===== src/rtl/flsr_regs.svh =====
/*
  Constants of the flow sensor identification and readout block: command
  codes, checksum settings, code limits and transfer lengths.
  Assumes it is included once per file by its bare name.
*/
`ifndef FLSR_REGS_SVH
`define FLSR_REGS_SVH

// ----------------------------------------
// Commands, 16 bits each
// ----------------------------------------
`define FLSR_CMD_START_WATER 16'h3608
`define FLSR_CMD_START_IPA 16'h3615
`define FLSR_CMD_STOP 16'h3FF9
`define FLSR_CMD_ID_FIRST 16'h367C
`define FLSR_CMD_ID_SECOND 16'hE102

// ----------------------------------------
// Checksum
// ----------------------------------------
`define FLSR_CRC_POLY 8'h31
`define FLSR_CRC_INIT 8'hFF
`define FLSR_CRC_XOROUT 8'h00

// ----------------------------------------
// Codes and lengths
// ----------------------------------------
`define FLSR_FLOW_MAX 16'sh7EF4
`define FLSR_FLOW_MIN -16'sh7EF4
`define FLSR_ID_WORDS 3'd6
`define FLSR_MEAS_WORDS 3'd3
`define FLSR_IDLE_BYTE 8'hFF
`define FLSR_FIFO_DEPTH 4

`endif


===== src/rtl/flsr_pkg.sv =====
/*
  Types of the flow sensor identification and readout block.
  Assumes nothing beyond a SystemVerilog compiler.
*/
package flsr_pkg;

  // ----------------------------------------
  // Bus side states and command modes
  // ----------------------------------------
  typedef enum logic [2:0] {
    ST_IDLE,
    ST_ADDR,
    ST_ACK_ADDR,
    ST_WR_BYTE,
    ST_ACK_WR,
    ST_RD_BYTE,
    ST_ACK_RD
  } flsr_state_t;

  typedef enum logic [1:0] {
    MD_IDLE,
    MD_ID_ARM,
    MD_ID_RDY,
    MD_MEAS
  } flsr_mode_t;

  // ----------------------------------------
  // One measurement set from the sensing core
  // ----------------------------------------
  typedef struct packed {
    logic signed [15:0] flow;
    logic signed [15:0] temp;
    logic [15:0] flags;
  } flsr_sample_t;

endpackage


===== src/rtl/flsr_fifo.sv =====
/*
  Small flip-flop FIFO with valid and ready on both sides.
  Assumes one clock and a synchronous active high reset.
*/
`timescale 1ns/1ps
module flsr_fifo
  import flsr_pkg::*;
#(
  parameter int WIDTH = 48,
  parameter int DEPTH = 4
)
(
  input wire logic core_clk,
  input wire logic rst,
  input wire logic in_valid,
  input wire logic [WIDTH-1:0] in_data,
  output logic in_ready,
  output logic out_valid,
  input wire logic out_ready,
  output logic [WIDTH-1:0] out_data
);

  localparam int AW = (DEPTH > 1) ? $clog2(DEPTH) : 1;

  logic [WIDTH-1:0] mem_r [DEPTH];
  logic [AW-1:0] wr_ptr_r;
  logic [AW-1:0] rd_ptr_r;
  logic [AW:0] count_r;
  logic ready_r;
  logic empty_r;
  logic push;
  logic pop;
  logic [AW:0] count_nxt;

  assign push = in_valid && ready_r;
  assign pop = out_ready && !empty_r;
  assign count_nxt = count_r + {{AW{1'b0}}, push} - {{AW{1'b0}}, pop};
  assign in_ready = ready_r;
  assign out_valid = !empty_r;
  assign out_data = mem_r[rd_ptr_r];

  // ----------------------------------------
  // Pointers and flags
  // ----------------------------------------
  // Ready and empty are kept as flops so the ready seen upstream is clean
  always_ff @(posedge core_clk)
  begin
    if (rst)
    begin
      wr_ptr_r <= '0;
      rd_ptr_r <= '0;
      count_r <= '0;
      ready_r <= 1'b1;
      empty_r <= 1'b1;
    end
    else
    begin
      if (push)
        wr_ptr_r <= (wr_ptr_r == AW'(DEPTH - 1)) ? '0 : wr_ptr_r + 1'b1;
      if (pop)
        rd_ptr_r <= (rd_ptr_r == AW'(DEPTH - 1)) ? '0 : rd_ptr_r + 1'b1;
      count_r <= count_nxt;
      ready_r <= (count_nxt != (AW + 1)'(DEPTH));
      empty_r <= (count_nxt == '0);
    end
  end

  always_ff @(posedge core_clk)
  begin
    if (push)
      mem_r[wr_ptr_r] <= in_data;
  end

endmodule // flsr_fifo


===== src/rtl/flsr_top.sv =====
/*
  Serial bus target of a liquid flow sensor: command intake, identification
  readout, measurement readout and per word checksum.
  Assumes the bus pins are open drain and asynchronous to core_clk, which
  must run well above eight times the bus clock rate.
*/
`timescale 1ns/1ps
`include "flsr_regs.svh"

// What this block does
// - After both commands a read returns six words, each with checksum, eighteen bytes.
// - Product number goes first, most significant byte first, checksums at bytes three, six.
// - Then the 64-bit serial number, most significant first, four words with checksums.
// - Low eight bits of the 32-bit identifier are a revision code.
// - Each checksum covers only the two data bytes just before it.
// - Checksum is CRC-8, polynomial 0x31, init 0xFF, unreflected, final XOR 0x00.
// - Flow codes are two's complement, never outside minus 32500 to plus 32500.
// - Sensor drives the data line during read data bytes and its address and write acknowledge bits; host drives otherwise.
// - During continuous measurement only stop is accepted; host stops first. The block still acknowledges other commands there and ignores them.
module flsr_top
  import flsr_pkg::*;
#(
  parameter logic [6:0] DEV_ADDR = 7'h08,
  // Arbitrary value, low byte is the revision code
  parameter logic [31:0] PROD_ID = 32'h0A0B_0C01,
  // Arbitrary value
  parameter logic [63:0] SERIAL_NO = 64'h0123_4567_89AB_CDEF
)
(
  input wire logic core_clk,
  input wire logic rst,
  input wire logic scl_in,
  input wire logic sda_in,
  output logic sda_out,
  output logic sda_oe_n,
  input wire logic smp_valid,
  input wire flsr_sample_t smp_data,
  output logic smp_ready,
  output logic meas_en,
  output logic med_ipa
);

  // ----------------------------------------
  // Checksum
  // ----------------------------------------
  function automatic logic [7:0] flsr_crc8(input logic [15:0] d);
    logic [7:0] c;
    c = `FLSR_CRC_INIT;
    for (int i = 15; i >= 0; i--)
    begin
      c = (c[7] ^ d[i]) ? ({c[6:0], 1'b0} ^ `FLSR_CRC_POLY) : {c[6:0], 1'b0};
    end
    return c ^ `FLSR_CRC_XOROUT;
  endfunction

  function automatic logic signed [15:0] flsr_clamp(input logic signed [15:0] f);
    if (f > `FLSR_FLOW_MAX)
      return `FLSR_FLOW_MAX;
    else if (f < `FLSR_FLOW_MIN)
      return `FLSR_FLOW_MIN;
    else
      return f;
  endfunction

  // ----------------------------------------
  // Pin synchronisers and bus conditions
  // ----------------------------------------
  logic scl_s1_r, scl_s2_r, scl_d_r;
  logic sda_s1_r, sda_s2_r, sda_d_r;

  always_ff @(posedge core_clk)
  begin
    if (rst)
    begin
      {scl_s1_r, scl_s2_r, scl_d_r} <= 3'b111;
      {sda_s1_r, sda_s2_r, sda_d_r} <= 3'b111;
    end
    else
    begin
      scl_s1_r <= scl_in;
      scl_s2_r <= scl_s1_r;
      scl_d_r <= scl_s2_r;
      sda_s1_r <= sda_in;
      sda_s2_r <= sda_s1_r;
      sda_d_r <= sda_s2_r;
    end
  end

  wire scl_rise = scl_s2_r && !scl_d_r;
  wire scl_fall = !scl_s2_r && scl_d_r;
  wire bus_start = scl_s2_r && scl_d_r && !sda_s2_r && sda_d_r;
  wire bus_stop = scl_s2_r && scl_d_r && sda_s2_r && !sda_d_r;

  // ----------------------------------------
  // Measurement buffer
  // ----------------------------------------
  flsr_state_t st_r;
  flsr_mode_t mode_r;
  flsr_sample_t cur_r;
  logic cur_valid_r;
  logic fifo_valid;
  logic [$bits(flsr_sample_t)-1:0] fifo_data;
  // Drained only while the bus is quiet so a set never changes mid read
  wire fifo_take = (mode_r == MD_MEAS) && !cur_valid_r && (st_r == ST_IDLE);

  flsr_fifo #(
    .WIDTH($bits(flsr_sample_t)),
    .DEPTH(`FLSR_FIFO_DEPTH)
  ) u_fifo (
    .core_clk(core_clk),
    .rst(rst),
    .in_valid(smp_valid),
    .in_data(smp_data),
    .in_ready(smp_ready),
    .out_valid(fifo_valid),
    .out_ready(fifo_take),
    .out_data(fifo_data)
  );

  // ----------------------------------------
  // Transmit byte selection
  // ----------------------------------------
  logic [3:0] bit_cnt_r;
  logic [7:0] rx_r;
  logic rw_r;
  logic [2:0] word_r;
  logic [1:0] pos_r;
  logic first_wr_r;
  logic [7:0] cmd_hi_r;
  logic sda_oe_n_r;
  logic meas_en_r;
  logic med_ipa_r;

  wire in_id = (mode_r == MD_ID_RDY);
  wire [15:0] id_word =
    (word_r == 3'd0) ? PROD_ID[31:16] :
    (word_r == 3'd1) ? PROD_ID[15:0] :
    (word_r == 3'd2) ? SERIAL_NO[63:48] :
    (word_r == 3'd3) ? SERIAL_NO[47:32] :
    (word_r == 3'd4) ? SERIAL_NO[31:16] : SERIAL_NO[15:0];
  wire [15:0] meas_word =
    (word_r == 3'd0) ? cur_r.flow :
    (word_r == 3'd1) ? cur_r.temp : cur_r.flags;
  wire [2:0] word_lim = in_id ? `FLSR_ID_WORDS : `FLSR_MEAS_WORDS;
  wire [15:0] tx_word = in_id ? id_word : meas_word;
  // Past the last word the line is simply released
  wire [7:0] tx_byte =
    (word_r >= word_lim) ? `FLSR_IDLE_BYTE :
    (pos_r == 2'd0) ? tx_word[15:8] :
    (pos_r == 2'd1) ? tx_word[7:0] :
    flsr_crc8(tx_word);
  wire tx_bit = tx_byte[3'd7 - bit_cnt_r[2:0]];
  wire [7:0] rx_byte = {rx_r[6:0], sda_s2_r};
  wire addr_hit = (rx_r[7:1] == DEV_ADDR);
  wire can_read = in_id || ((mode_r == MD_MEAS) && cur_valid_r);
  wire [15:0] cmd_word = {cmd_hi_r, rx_r};

  // ----------------------------------------
  // Bus state machine
  // ----------------------------------------
  always_ff @(posedge core_clk)
  begin
    if (rst)
    begin
      st_r <= ST_IDLE;
      bit_cnt_r <= 4'h0;
      rx_r <= 8'h00;
      rw_r <= 1'b0;
      word_r <= 3'd0;
      pos_r <= 2'd0;
      first_wr_r <= 1'b1;
      cmd_hi_r <= 8'h00;
      sda_oe_n_r <= 1'b1;
    end
    else if (bus_start)
    begin
      st_r <= ST_ADDR;
      bit_cnt_r <= 4'h0;
      sda_oe_n_r <= 1'b1;
    end
    else if (bus_stop)
    begin
      st_r <= ST_IDLE;
      sda_oe_n_r <= 1'b1;
    end
    else
    begin
      case (st_r)
        ST_ADDR, ST_WR_BYTE:
        begin
          if (scl_rise)
          begin
            rx_r <= rx_byte;
            bit_cnt_r <= bit_cnt_r + 4'h1;
          end
          else if (scl_fall && bit_cnt_r == 4'h8)
          begin
            if (st_r == ST_WR_BYTE)
            begin
              st_r <= ST_ACK_WR;
              sda_oe_n_r <= 1'b0;
              first_wr_r <= !first_wr_r;
              cmd_hi_r <= rx_r;
            end
            else if (addr_hit && (!rx_r[0] || can_read))
            begin
              st_r <= ST_ACK_ADDR;
              rw_r <= rx_r[0];
              sda_oe_n_r <= 1'b0;
              first_wr_r <= 1'b1;
            end
            else
              st_r <= ST_IDLE;
          end
        end
        ST_ACK_ADDR, ST_ACK_WR:
        begin
          if (scl_fall)
          begin
            bit_cnt_r <= 4'h0;
            if (st_r == ST_ACK_ADDR && rw_r)
            begin
              st_r <= ST_RD_BYTE;
              word_r <= 3'd0;
              pos_r <= 2'd0;
              sda_oe_n_r <= in_id ? PROD_ID[31] : cur_r.flow[15];
            end
            else
            begin
              st_r <= ST_WR_BYTE;
              sda_oe_n_r <= 1'b1;
            end
          end
        end
        ST_RD_BYTE:
        begin
          if (scl_rise)
            bit_cnt_r <= bit_cnt_r + 4'h1;
          else if (scl_fall)
          begin
            if (bit_cnt_r == 4'h8)
            begin
              st_r <= ST_ACK_RD;
              sda_oe_n_r <= 1'b1;
              pos_r <= (pos_r == 2'd2) ? 2'd0 : pos_r + 2'd1;
              if (pos_r == 2'd2 && word_r < word_lim)
                word_r <= word_r + 3'd1;
            end
            else
              sda_oe_n_r <= tx_bit;
          end
        end
        ST_ACK_RD:
        begin
          if (scl_rise && sda_s2_r)
            st_r <= ST_IDLE;
          else if (scl_fall)
          begin
            st_r <= ST_RD_BYTE;
            bit_cnt_r <= 4'h0;
            sda_oe_n_r <= tx_byte[7];
          end
        end
        default:
          sda_oe_n_r <= 1'b1;
      endcase
    end
  end

  // ----------------------------------------
  // Command handling and measurement set
  // ----------------------------------------
  wire cmd_done = !bus_start && !bus_stop && (st_r == ST_WR_BYTE) && scl_fall &&
    (bit_cnt_r == 4'h8) && !first_wr_r;
  wire rd_taken = !bus_start && !bus_stop && (st_r == ST_ADDR) && scl_fall &&
    (bit_cnt_r == 4'h8) && addr_hit && rx_r[0] && can_read;

  always_ff @(posedge core_clk)
  begin
    if (rst)
    begin
      mode_r <= MD_IDLE;
      meas_en_r <= 1'b0;
      med_ipa_r <= 1'b0;
    end
    else if (cmd_done)
    begin
      if (mode_r == MD_MEAS)
      begin
        if (cmd_word == `FLSR_CMD_STOP)
        begin
          mode_r <= MD_IDLE;
          meas_en_r <= 1'b0;
        end
      end
      else if (cmd_word == `FLSR_CMD_ID_FIRST)
        mode_r <= MD_ID_ARM;
      else if (cmd_word == `FLSR_CMD_ID_SECOND)
        mode_r <= (mode_r == MD_ID_ARM) ? MD_ID_RDY : MD_IDLE;
      else if (cmd_word == `FLSR_CMD_START_WATER || cmd_word == `FLSR_CMD_START_IPA)
      begin
        mode_r <= MD_MEAS;
        meas_en_r <= 1'b1;
        med_ipa_r <= (cmd_word == `FLSR_CMD_START_IPA);
      end
      else
        mode_r <= MD_IDLE;
    end
  end

  always_ff @(posedge core_clk)
  begin
    if (rst)
    begin
      cur_r <= '0;
      cur_valid_r <= 1'b0;
    end
    else if (mode_r != MD_MEAS)
      cur_valid_r <= 1'b0;
    else if (fifo_take && fifo_valid)
    begin
      // Clamped on intake so every read sees a legal code
      cur_r <= {flsr_clamp(fifo_data[47:32]), fifo_data[31:0]};
      cur_valid_r <= 1'b1;
    end
    else if (rd_taken)
      cur_valid_r <= 1'b0;
  end

  // Line is open drain: the data flop only ever pulls low
  always_ff @(posedge core_clk)
  begin
    if (rst)
      sda_out <= 1'b0;
    else
      sda_out <= 1'b0;
  end

  assign sda_oe_n = sda_oe_n_r;
  assign meas_en = meas_en_r;
  assign med_ipa = med_ipa_r;

endmodule // flsr_top


===== config.mk =====
export PLATFORM = sky130hd
export DESIGN_NAME = flsr_top
export DESIGN_NICKNAME = d
export VERILOG_FILES = /design/src/rtl/flsr_pkg.sv /design/src/rtl/flsr_fifo.sv /design/src/rtl/flsr_top.sv
export VERILOG_INCLUDE_DIRS = /design/src /design/src/rtl
export SDC_FILE = /design/constraint.sdc
export NUM_CORES = 1
export LEC_CHECK = 0
export BUFFER_PORTS_ARGS = -buffer_cell sky130_fd_sc_hd__buf_2
export CAP_MARGIN = 40
export CORE_UTILIZATION = 61
export DETAILED_ROUTE_END_ITERATION = 12
export PLACE_DENSITY = 0.86
export SLEW_MARGIN = 0
export SYNTH_ARGS = -nofsm -noshare
export SYNTH_HDL_FRONTEND = slang
export SYNTH_SLANG_ARGS = --single-unit

===== constraint.sdc =====
create_clock -name core_clk -period 4.29 [get_ports core_clk]
set_input_delay 0.6435 -clock core_clk [delete_from_list [all_inputs] [get_ports core_clk]]
set_output_delay 0.6435 -clock core_clk [all_outputs]
set_load 0.02 [all_outputs]

======== Word-level counts from Yosys, hierarchy flattened ========
Memories as Yosys holds them, arrays and structs flattened. A register that Yosys moved wholly into a read port is not among the register bits.
Cells that the tools add are included.
storage, ports and cells
  register bits ........................... 99
  bits in latches ......................... 0
  RAM bits ................................ 192
  ROM bits ................................ 0
  input port bits ......................... 53
  output and inout bits ................... 5
  word-level logic and storage cells ...... 299
  memories ................................ 1
operators by class
  $add $sub $neg .......................... 8
  multipliers ............................. 0
  div/mod/pow operators ................... 0
  magnitude comparators ................... 5
  equal/unequal tests ..................... 49
  shift operators ......................... 0
  mux-type cells .......................... 98
  bitwise operators ....................... 38
  reduce and logical (&&, ||, !) cells .... 72
memory list
  memory        words  bits a word  read ports  clocked after Yosys merged registers in  wr ports  line             RTL
  u_fifo.mem_r  4      48           1           1                                        1         flsr_fifo.sv:25  logic [WIDTH-1:0] mem_r [DEPTH];
operators with widths
  cell                                                   number
  two-way mux 16 bit                                     9
  two-way mux 6 bit                                      16
  equality test 16 x 14 -> 1 bit, second input constant  4
  two-way mux 3 bit                                      17
  inverter 3 bit                                         15
  two-way mux 2 bit                                      17
  AND reduction 8 bit                                    4
  logical AND 1 bit                                      28
  two-way mux 1 bit                                      26
  != test 2 bit, second input constant                   13
  two-way mux 8 bit                                      3
  != test 4 bit, second input constant                   6
  equality test 16 bit, second input constant            1
  greater-than comparator 16 bit, second input constant  1
  < comparator 16 bit, second input constant             1
  two-way mux 15 bit                                     1
  XOR 1 bit                                              13
  equality test 3 x 2 -> 1 bit, second input constant    4
  equality test 3 bit, second input constant             4
  two-way mux 4 bit                                      3
  one-hot mux 3 bit (4 select lines)                     1
  one-hot mux 4 bit (3 select lines)                     1
  AND reduction 6 bit                                    2
  equality test 2 bit, second input constant             5
  other kinds (37)                                       75

======== Longest topological paths before layout ========
Gate-level depths: netlist of the first run.
  depth after elaboration ................. 47
  gate-level depth with buffers ........... 14
  mapped depth without buffers ............ 12

======== Modules after synthesis ========
From an unflattened synthesis of the first run, not the netlist that was laid out.
second synthesis, totals
  cell total of the unflattened synthesis .. 998
  area, all modules ....................... 12861.1 sq um
by module, submodules not included
  module     instances  cells each  area each (sq um)  seq. area each (sq um)
  flsr_fifo  1          301         7425.9             5985.7
  flsr_top   1          697         5435.2             1801.7

======== Least setup slack after synthesis of the first run ========
OpenSTA, ideal clock, no wires.
  kind .................................... reg2reg
  start ................................... register word_r[0]
  end ..................................... register sda_oe_n_r (netlist: sda_oe_n)
  setup time .............................. 0.125 ns
  arrival ................................. 3.331 ns
  required time ........................... 4.165 ns
  slack ................................... 0.834 ns
  cell stages (with the launch flop) ...... 14
  buffers on the path ..................... 1
  clock period less this slack ............ 3.456 ns
  path through ............................ dfxtp_1 inv_1 ha_1 buf_4 or4b_1 o211ai_2 xnor2_2 xnor3_1 and3b_1 a2111oi_2 nand3b_1 xnor2_1 a2111oi_2 o2bb2ai_1
between the ends
  word-level cells in the longest chain between the ends .. 34
  elaborated cells on any way between the ends .. 71
  those cells by class .................... 1 x order compare; 4 x eq/ne; 35 x mux; 30 x bitwise; 1 x reduce/logical
RTL lines
  element                                  line             RTL
  from (decl)                              flsr_top.sv:126  logic [2:0] word_r;
  from (signal assigned)                   flsr_top.sv:247  word_r <= word_r + 3'd1;
  equality test 3 bit                      flsr_top.sv:140  (word_r == 3'd4) ? SERIAL_NO[31:16] : SERIAL_NO[15:0];
  two-way mux 15 bit                       flsr_top.sv:140
  two-way mux 16 bit                       flsr_top.sv:139  (word_r == 3'd3) ? SERIAL_NO[47:32] :
  two-way mux 16 bit                       flsr_top.sv:138  (word_r == 3'd2) ? SERIAL_NO[63:48] :
  two-way mux 16 bit                       flsr_top.sv:137  (word_r == 3'd1) ? PROD_ID[15:0] :
  two-way mux 16 bit                       flsr_top.sv:136  (word_r == 3'd0) ? PROD_ID[31:16] :
  two-way mux 16 bit                       flsr_top.sv:145  wire [15:0] tx_word = in_id ? id_word : meas_word;
  XOR 1 bit                                flsr_top.sv:51   c = (c[7] ^ d[i]) ? ({c[6:0], 1'b0} ^ `FLSR_CRC_POLY) : {c[6:0], 1'b0};
  [18 not listed]                          -
  two-way mux 8 bit                        flsr_top.sv:149  (pos_r == 2'd0) ? tx_word[15:8] :
  two-way mux 8 bit (*)                    flsr_top.sv:148  (word_r >= word_lim) ? `FLSR_IDLE_BYTE :
  binary-select mux 1 bit (select 3 bit)   flsr_top.sv:152  wire tx_bit = tx_byte[3'd7 - bit_cnt_r[2:0]];
  two-way mux 1 bit (implied by the code)  flsr_top.sv:152
  two-way mux 1 bit                        flsr_top.sv:241  if (bit_cnt_r == 4'h8)
  two-way mux 1 bit                        flsr_top.sv:239  else if (scl_fall)
  two-way mux 1 bit                        flsr_top.sv:237  if (scl_rise)
  one-hot mux 1 bit (4 select lines) (*)   flsr_top.sv:188  case (st_r)
  to (signal assigned)                     flsr_top.sv:226  sda_oe_n_r <= in_id ? PROD_ID[31] : cur_r.flow[15];
  to (signal assigned)                     flsr_top.sv:250  sda_oe_n_r <= tx_bit;
  to (signal assigned)                     flsr_top.sv:261  sda_oe_n_r <= tx_byte[7];
  to (decl)                                flsr_top.sv:130  logic sda_oe_n_r;
Every way passes the cells marked *; elsewhere a longest branch is shown, timed or not. The select of a mux whose other input is x is not followed.
A chain may end at the register's enable or synchronous reset.

======== Worst setup path after layout of the first run ========
  start ................................... register word_r[1]
  end ..................................... register sda_oe_n_r (netlist: sda_oe_n)
The elaborated chain is that of the path after synthesis.

==> results of run 1 <==
==> registers in the layout (all words and copies together) (netlist names), 2 cells and up, named ones only <==
name             cells
mode_r               2
u_fifo.wr_ptr_r      2
u_fifo.count_r       3
word_r               3
bit_cnt_r            4
cur_r               48
u_fifo.rd_ptr_r      2
cmd_hi_r             8
st_r                 3
rx_r                 8
pos_r                2
u_fifo.mem_r       192
==> area by class of cell <==
type	count	area [sq um]
flip-flops and latches	293	7790
fillers	1422	6450
well taps	275	344
inverters	24	90.1
multi-input cells	636	4860
clock inverters	11	121
clock buffers	40	812
repair buffers	77	483
==> worst paths after layout <==
check                                            start               endpoint  slack, ps  depth (start not counted)
worst max-delay path            word_r[1]$_SDFFE_PP0P_  sda_oe_n$_SDFFE_PP1P_        320                         12
worst min-delay path                            scl_in    scl_s1_r$_SDFF_PP1_        270                          2
worst max register to register  word_r[1]$_SDFFE_PP0P_  sda_oe_n$_SDFFE_PP1P_        320                         12
worst min register to register     sda_s1_r$_SDFF_PP1_    sda_s2_r$_SDFF_PP1_        410                          1
==> metrics by stage <==
step | area (sq um) | utilization, % | worst slack [ps] | hold WS, ps | cells
6_report | 14500 | 69.2 | 315 | 275 | 1356
5_1_grt | 14500 | 69.2 | 0.918 | 268 | 1356
4_1_cts | 14500 | 69.2 | 335 | 265 | 1356
3_5_place_dp | 13600 | 64.8 | 359 | 397 | 1305
3_3_place_gp | 13500 | 64.4 | 438 | 404 | 1302
2_1_floorplan | 13000 | - | 834 | 389 | 1010
==> worst max-delay path: cells and delay by family, from the launching register on <==
family / cells / cell delay [ps]
buffers and inverters: 1 / 120
adder cells (fa/ha/maj): 1 / 640
XOR/XNOR: 3 / 860
AO/OA/AOI/OAI: 4 / 1010
AND/OR/NAND/NOR: 3 / 870
flip-flops: 1 / 350
==> metal layers <==
layer / GRT usage, % / up-vias
li1: - / 3896
met1: 34.9 / 4105
met2: 43.9 / 291
met3: 3.27 / 60
met4: 7.16 / 0
met5: 0 / -
==> power by group <==
| part | internal, mW | switching, mW |
|---|---|---|
| clock | 1.44 | 1.02 |
| sequential | 3.15 | 0.0413 |
| combinational | 0.130 | 0.195 |
==> kinds of logic (layout without fill, tap and decap cells) <==
kind of cell	Yosys count	in the layout	share of synthesized area, %
AND/OR/NAND/NOR	336	336	12.9
buffers and inverters	81	152	2.59
flip-flops	293	293	60.0
multiplexers	67	67	9.95
other	1	1	0.0289
adder cells (fa/ha/maj)	18	18	1.79
AO/OA/AOI/OAI	183	183	9.82
XOR/XNOR	31	31	2.92
==> cells in the final DEF (no fill, tap or decap), types with 18 or more instances in the layout <==
cell type and instances:
buf_4 18, inv_1 25, edfxtp_1 192, a21oi_1 73
nor2_1 79, clkbuf_16 30, dfxtp_1 99, nand2_1 122
mux4_2 49, o21ai_0 29, buf_2 56
==> impl_metrics.toml, run 1 <==
[floorplan]
row_count = 53
io_pins = 58
die_area_sq_um = 21900
fp.dieH_microns = 148
coreArea_sq_um = 21000
start_util_pct = 62.0
fp.dieW_microns = 148

[route]
drt_iter0_markers = 725
drc = 0
drt_wl_total_microns = 27300
dr_total_vias = 8352
met2WireLength_microns = 13900
routed-wl-met3_microns = 1330
wl_per_cell_microns = 20.1
highest_layer = "met4"
viasPerCell = 6.16
wl_met1_microns = 11400
antenna_left = 0
first_pass_iters = 5

[cts]
numClockSinks = 293
htree_levels = 1
root_buffer = "clkbuf_16"
cts.clk_slew.worst_paths_ps = 60
clkLatencyLatePin_ps = 550
cts_setup_buffers = 0
cts_tree = "yes"
cts_resized = 0
clock_path_buffers = 3
cts_hold_buf = 0
cts_buffers = 28

[synth]
synthMostInstantiatedCell = "edfxtp_1"
synth-edff-count = 192
yosysTopAreaCellShare_pct = 44.4
ys_ff_latch = 293
async_flop_share_pct = 0
synth_cells = 1010
synth_seq_area_share_pct = 60.0
synth-main-ff-cell = "edfxtp_1"
synth_top_area_cell = "edfxtp_1"
synth_common_cells = "edfxtp_1 (192), nand2_1 (122), dfxtp_1 (101), nor2_1 (79), a21oi_1 (73)"
syn_area_sq_um = 13000
syn-num-nets = 1081
postSynthAreaPerCell_sq_um = 12.9
yosys_warnings = 0
synth.distinct_cells = 87
synthTopCellsByArea = "edfxtp_1 (44%), dfxtp_1 (16%), mux4_2 (8.5%), nand2_1 (3.5%), a21oi_1 (2.8%)"

[critical_path]
cp_data_required_time_ps = 4720
crit_top_cell = "a2111oi_2"
max_stage_delay_ps = 640
worstSetupEndpointType = "flop"
worstSetupStartpointType = "flop"
cp_max_fo = 25
critPathSlowestCell = "ha_1"
critPathArrivalTime_ps = 4410
path_cells = "inv_1, ha_1, or3b_2, o211ai_2, xnor2_2, xnor3_1, and3b_1, a2111oi_2, nand3b_1, xnor2_1, a2111oi_2, o2bb2ai_1"
crit_type = "flop to flop"

[grt]
grt_pass1_wl_microns = 43800
grt_usage_pct = 25.7
antenna_found_initial = 0
grt_max_degree = 91
overflow = 0
grt_pass1_vias = 8113

[layout]
diodes = 0
area_growth_pct = 11.7
nets = 1131
drive_gt1_share_pct = 20.8

[timing]
slew_violations = 0
rsz0062_at_grt = "no"
finalHoldViolations = 0
slew_headroom_pct = 41.9
tns_ps = 0
fin_crit_sh_pct = 92.7
fmax_ghz = 0.252
clock_skew_ps = 26.9
final.min_clock_period_ps = 3970
setup_viol = 0
tightest_slew_ps = 872

[placement]
gp_congestion = 0.931
dpl.hpwl_microns = 17900
io_buffer_count = 56

[pwr]
vdd_drop_max_mv = 0.384
p_leak_nw = 4.97
power_density_nw_per_um2 = 412
power.total_mw = 5.98

[run_status]
outcome = "finished, final reports clean"

[worst_hold_path]
worst_hold_path_type = "input port to flop"

[job]
cap_violations = 0
Note: power is estimated with default switching activity, not from simulation.
==> run 2, diff against run 1 <==
Settings changed: ABC_AREA set to 1.
==> run 2 against run 1 <==
Critical endpoint unchanged. Fmax up 12%. Area after synthesis decreased by 0.16%. Largest power group unchanged. Flip-flop and latch count unchanged. Hold slack better by 5.4 ps.
==> impl_metrics.toml, run 2 <==
[pwr]
vdd_drop_max_mv = 0.453
power_density_nw_per_um2 = 458
p_leak_nw = 5.51
power.total_mw = 6.60

[timing]
whs_ps = 280
fmax_ghz = 0.282
tightest_slew_ps = 823
slew_violations = 0
clock_skew_ps = 30.6
fin_crit_sh_pct = 82.8
final.min_clock_period_ps = 3550
rsz0062_at_grt = "no"
slew_headroom_pct = 44.9
setup_ws_ps = 738
finalHoldViolations = 0
tns_ps = 0
setup_viol = 0

[layout]
final_cell_mix = "nor2_1 (204), edfxtp_1 (192), nand2_1 (188)"
diodes = 0
largest_register_ffs = 192
instances_no_fill = 1687
drive_gt1_share_pct = 12.6
final_area_sq_um = 14400
nets = 1467
utilization_pct = 70.0
final_common_cell = "nor2_1"
reg.largest.list = "u_fifo.mem_r: 192 flops, cur_r: 48 flops"
top_register = "u_fifo.mem_r"
area_growth_pct = 11.1
nFillCells = 1474

[grt]
grt_pass1_wl_microns = 48500
grt_pass1_vias = 9782
antenna_found_initial = 0
grt_usage_pct = 28.0
overflow = 0
grt_max_degree = 72

[placement]
io_buffer_count = 56
dp_cells = 1636
placed_area_sq_um = 13500
dpl_worst_slack_ps = 761
dpl.hpwl_microns = 18900
gp_congestion = 0.904

[cts]
cts_hold_buf = 0
cts_resized = 0
cts.clk_slew.worst_paths_ps = 60
root_buffer = "clkbuf_16"
cts_setup_buffers = 0
numClockSinks = 293
cts_tree = "yes"
clock_path_buffers = 3
clkLatencyLatePin_ps = 570
cts_buffers = 28
htree_levels = 1

[route]
viasPerCell = 5.94
drc = 0
drt_wl_total_microns = 29600
drt_iter0_markers = 891
first_pass_iters = 7
dr_total_vias = 10019
antenna_left = 0
wl_per_cell_microns = 17.6

[critical_path]
critPathSlowestCell = "ha_1"
crit_top_cell = "nand2_1"
crit_type = "flop to flop"
critPathArrivalTime_ps = 4040
max_stage_delay_ps = 350
cp_max_fo = 15
cp_data_required_time_ps = 4780
worstSetupEndpointType = "flop"
worstSetupStartpointType = "flop"

[floorplan]
fp.dieH_microns = 148
io_pins = 58
coreArea_sq_um = 20600
row_count = 52
start_util_pct = 63.0
die_area_sq_um = 21800
fp.dieW_microns = 148

[synth]
synthMostInstantiatedCell = "nor2_1"
synth-main-ff-cell = "edfxtp_1"
syn-num-nets = 1423
synthTopCellsByArea = "edfxtp_1 (44%), dfxtp_1 (16%), o21ai_0 (6.1%), nor2_1 (6.1%), nand2_1 (5.4%)"
yosys_warnings = 0
ys_ff_latch = 293
async_flop_share_pct = 0
synth_seq_area_share_pct = 60.1
synth_top_family_by_area = "simple AND/OR/NAND/NOR gates"
postSynthAreaPerCell_sq_um = 9.59
synth-edff-count = 192
synth_top_area_cell = "edfxtp_1"
synth_compound_area_share_pct = 13.8
synth.mux.area_fraction_pct = 0
yosysTopAreaCellShare_pct = 44.5
syn_area_sq_um = 13000
synth_cells = 1352
synth-xor-area-share_pct = 0.405
synth-adder-area-share_pct = 1.80
synthSimpleGateAreaFrac_pct = 18.5
synth.distinct_cells = 54
synth_common_cells = "nor2_1 (209), edfxtp_1 (192), nand2_1 (188), o21ai_0 (157), inv_1 (107)"

[run_status]
outcome = "finished, final reports clean"

[worst_hold_path]
worst_hold_path_type = "input port to flop"

[job]
cap_violations = 0
run 2: cell types whose count changed after synthesis, sizes merged, moves of 10 or more:
cell    delta
o21ai    +127
a311oi    -11
xnor2     -14
inv       +91
nand3     +54
nor2b     -10
mux4      -49
nand2b    -17
mux2i     -12
or3b      -10
a31oi     +33
nand2     +92
nor2     +138
run 2: worst max-delay path: cells and delay by family, from the launching register on:
family,cells,cell delay (ps)
adder cells (fa/ha/maj),1,350
AND/OR/NAND/NOR,25,2150
AO/OA/AOI/OAI,2,400
flip-flops,1,330
buffers and inverters,2,250
run 2: power breakdown:
part / leakage [nW] / internal [mW] / switching (mW)
clock network: 0.447 / 1.35 / 1.04
registers: 2.58 / 3.17 / 0.0576
logic: 2.48 / 0.313 / 0.668
run 2: worst paths after layout:
kind,from,end,slack (ps),cells after the start
worst max-delay path,word_r[0]$_SDFFE_PP0P_,sda_oe_n$_SDFFE_PP1P_,740,30
worst min-delay path,sda_in,sda_s1_r$_SDFF_PP1_,280,2
worst max register to register,word_r[0]$_SDFFE_PP0P_,sda_oe_n$_SDFFE_PP1P_,740,30
worst min register to register,sda_s1_r$_SDFF_PP1_,sda_s2_r$_SDFF_PP1_,420,1
run 2: kinds of logic after synthesis:
group | after synthesis
XOR/XNOR | 6
adder cells (fa/ha/maj) | 18
AND/OR/NAND/NOR | 542
other | 1
flip-flops | 293
AO/OA/AOI/OAI | 318
buffers and inverters | 174
run 2: final cells by class:
class | count | area (sq um) | share of cell area [%]
clock buffer | 38 | 788 | 5.47
clock inverter | 13 | 111 | 0.773
inverter | 118 | 448 | 3.11
multi-input combinational | 885 | 4520 | 31.4
sequential | 293 | 7790 | 54.1
tap | 270 | 338 | 2.35
timing repair buffer | 70 | 405 | 2.81
run 2: metal layers:
metal	GRT usage (%)	share of wire [%]	routed length (microns)	up-vias
met5	0	0	0	-
met1	36.5	41	12100	4747
li1	-	-	-	4765
met3	3.86	7.0	2080	80
met4	10.3	3.0	879	0
met2	47.9	49	14600	427
==> run 3, diff against run 2 <==
Clock period 4.29 ns to 3.5 ns, I/O delays scaled along.
==> run 3 against run 2 <==
Design area grew 1.7%. Non-clock buffer count grew 14. Utilization increased by 1.2 points. Hold slack got worse by 120 ps. Combinational power increased by 26%. First-iteration DRC count up 0.45%. Critical path depth unchanged. Critical path type unchanged.
==> impl_metrics.toml, run 3 (synthesis gave the netlist of run 2 again) <==
[critical_path]
cp_max_fo = 6
worstSetupStartpointType = "flop"
critPathSlowestCell = "dfxtp_4"
critPathArrivalTime_ps = 3700
worstSetupEndpointType = "flop"
crit_type = "flop to flop"
crit_buf_inv = 5
max_stage_delay_ps = 370
crit_top_cell = "nand2_1"
critPathTopFamily = "simple AND/OR/NAND/NOR gates"
cp_data_required_time_ps = 4000

[floorplan]
fp.dieH_microns = 148
coreArea_sq_um = 20600
start_util_pct = 63.0
io_pins = 58
row_count = 52
die_area_sq_um = 21800
fp.dieW_microns = 148

[timing]
fmax_ghz = 0.312
setup_viol = 0
slew_violations = 0
tightest_slew_ps = 797
final.min_clock_period_ps = 3200
fin_crit_sh_pct = 91.5
clock_skew_ps = 13.2
finalHoldViolations = 0
setup_ws_ps = 297
tns_ps = 0
slew_headroom_pct = 46.8

[route]
drt_iter0_markers = 895
drc = 0
antenna_left = 0
viasPerCell = 5.95
dr_total_vias = 10135
wl_per_cell_microns = 17.6
drt_wl_total_microns = 29900
first_pass_iters = 5

[placement]
io_buffer_count = 56
dp_cells = 1640
dpl_worst_slack_ps = 44.8
dpl.hpwl_microns = 18300
gp_congestion = 0.950

[layout]
utilization_pct = 71.2
diodes = 0
area_growth_pct = 13.0
instances_no_fill = 1702
nets = 1483
largest_register_ffs = 192
reg.largest.list = "u_fifo.mem_r: 192 flops, cur_r: 48 flops"
final_cell_mix = "nor2_1 (204), edfxtp_1 (192), nand2_1 (187)"
nFillCells = 1451
top_register = "u_fifo.mem_r"
final_common_cell = "nor2_1"
drive_gt1_share_pct = 14.4

[grt]
grt_usage_pct = 27.5
grt_max_degree = 97
grt_use_met1_pct = 35.3
gr-usage-met2_pct = 47.7
grt_pass1_wl_microns = 47500
antenna_found_initial = 0
gr-max-usage-layer = "met2"
grt_use_met3_pct = 3.67
overflow = 0
grt_pass1_vias = 9505

[cts]
clock_path_buffers = 3
numClockSinks = 293
root_buffer = "clkbuf_16"
htree_levels = 1
cts_hold_buf = 0
cts_buffers = 28
cts.clk_slew.worst_paths_ps = 70
cts_tree = "yes"
clkLatencyLatePin_ps = 560

[run_status]
outcome = "finished, final reports clean"

[worst_hold_path]
worst_hold_path_type = "input port to flop"

[pwr]
vdd_drop_max_mv = 0.606
power_density_nw_per_um2 = 562
p_leak_nw = 5.59

[job]
cap_violations = 0
==> run 3: cell types whose count changed in the layout (fill, tap and decap cells not counted), moves of 3 or more <==
cell	change
dfxtp_1	-3
buf_4	+14
nand3_2	+4
clkinvlp_4	+3
nand3_1	-4
dfxtp_4	+3
==> run 3: routing by layer <==
| layer | up-vias | wire length [microns] |
|---|---|---|
| li1 | 4804 | - |
| met1 | 4821 | 12000 |
| met5 | - | 0 |
| met3 | 69 | 2020 |
| met2 | 441 | 15000 |
| met4 | 0 | 881 |
==> run 3: through the flow <==
stage | hold slack, ps | cell area (sq um) | power (mW)
after global placement | 391 | 13500 | 5.16
final | 156 | 14600 | 8.23
after floorplan | 389 | 13000 | 4.92
after global routing | 156 | 14600 | 8.57
after detailed placement | 404 | 13500 | 5.21
after CTS | 150 | 14500 | 8.20
==> run 3: cell type report <==
type	instances	area, sq um	area share (%)
clock buffers	35	757	5.17
clock inverters	15	178	1.21
inverters	118	455	3.11
multi-input cells	887	4620	31.5
flip-flops and latches	293	7800	53.3
well taps	270	338	2.31
repair buffers	84	503	3.43
==> run 3: where the power goes <==
| group | internal [mW] | switching [mW] | leakage, nW |
|---|---|---|---|
| clock network | 1.76 | 1.27 | 0.448 |
| registers | 3.89 | 0.0714 | 2.58 |
| logic | 0.408 | 0.836 | 2.56 |
| total | 6.05 | 2.18 | 5.59 |
==> run 3: path summary, 6_finish.rpt <==
check                               from                    end  slack (ps)  cells after the start
setup / recovery  word_r[0]$_SDFFE_PP0P_  sda_oe_n$_SDFFE_PP1P_         300                     30
hold / removal                    sda_in    sda_s1_r$_SDFF_PP1_         160                      2
setup reg to reg  word_r[0]$_SDFFE_PP0P_  sda_oe_n$_SDFFE_PP1P_         300                     30
hold reg to reg      sda_s1_r$_SDFF_PP1_    sda_s2_r$_SDFF_PP1_         410                      1
==> run 3: repair_timing <==
action,in CTS,in global routing
setup buffers,2,8
hold endpoints to repair,0,0
pin swaps,1,4
gates cloned,0,2
gates resized for setup,0,25
setup endpoints to repair,1,1
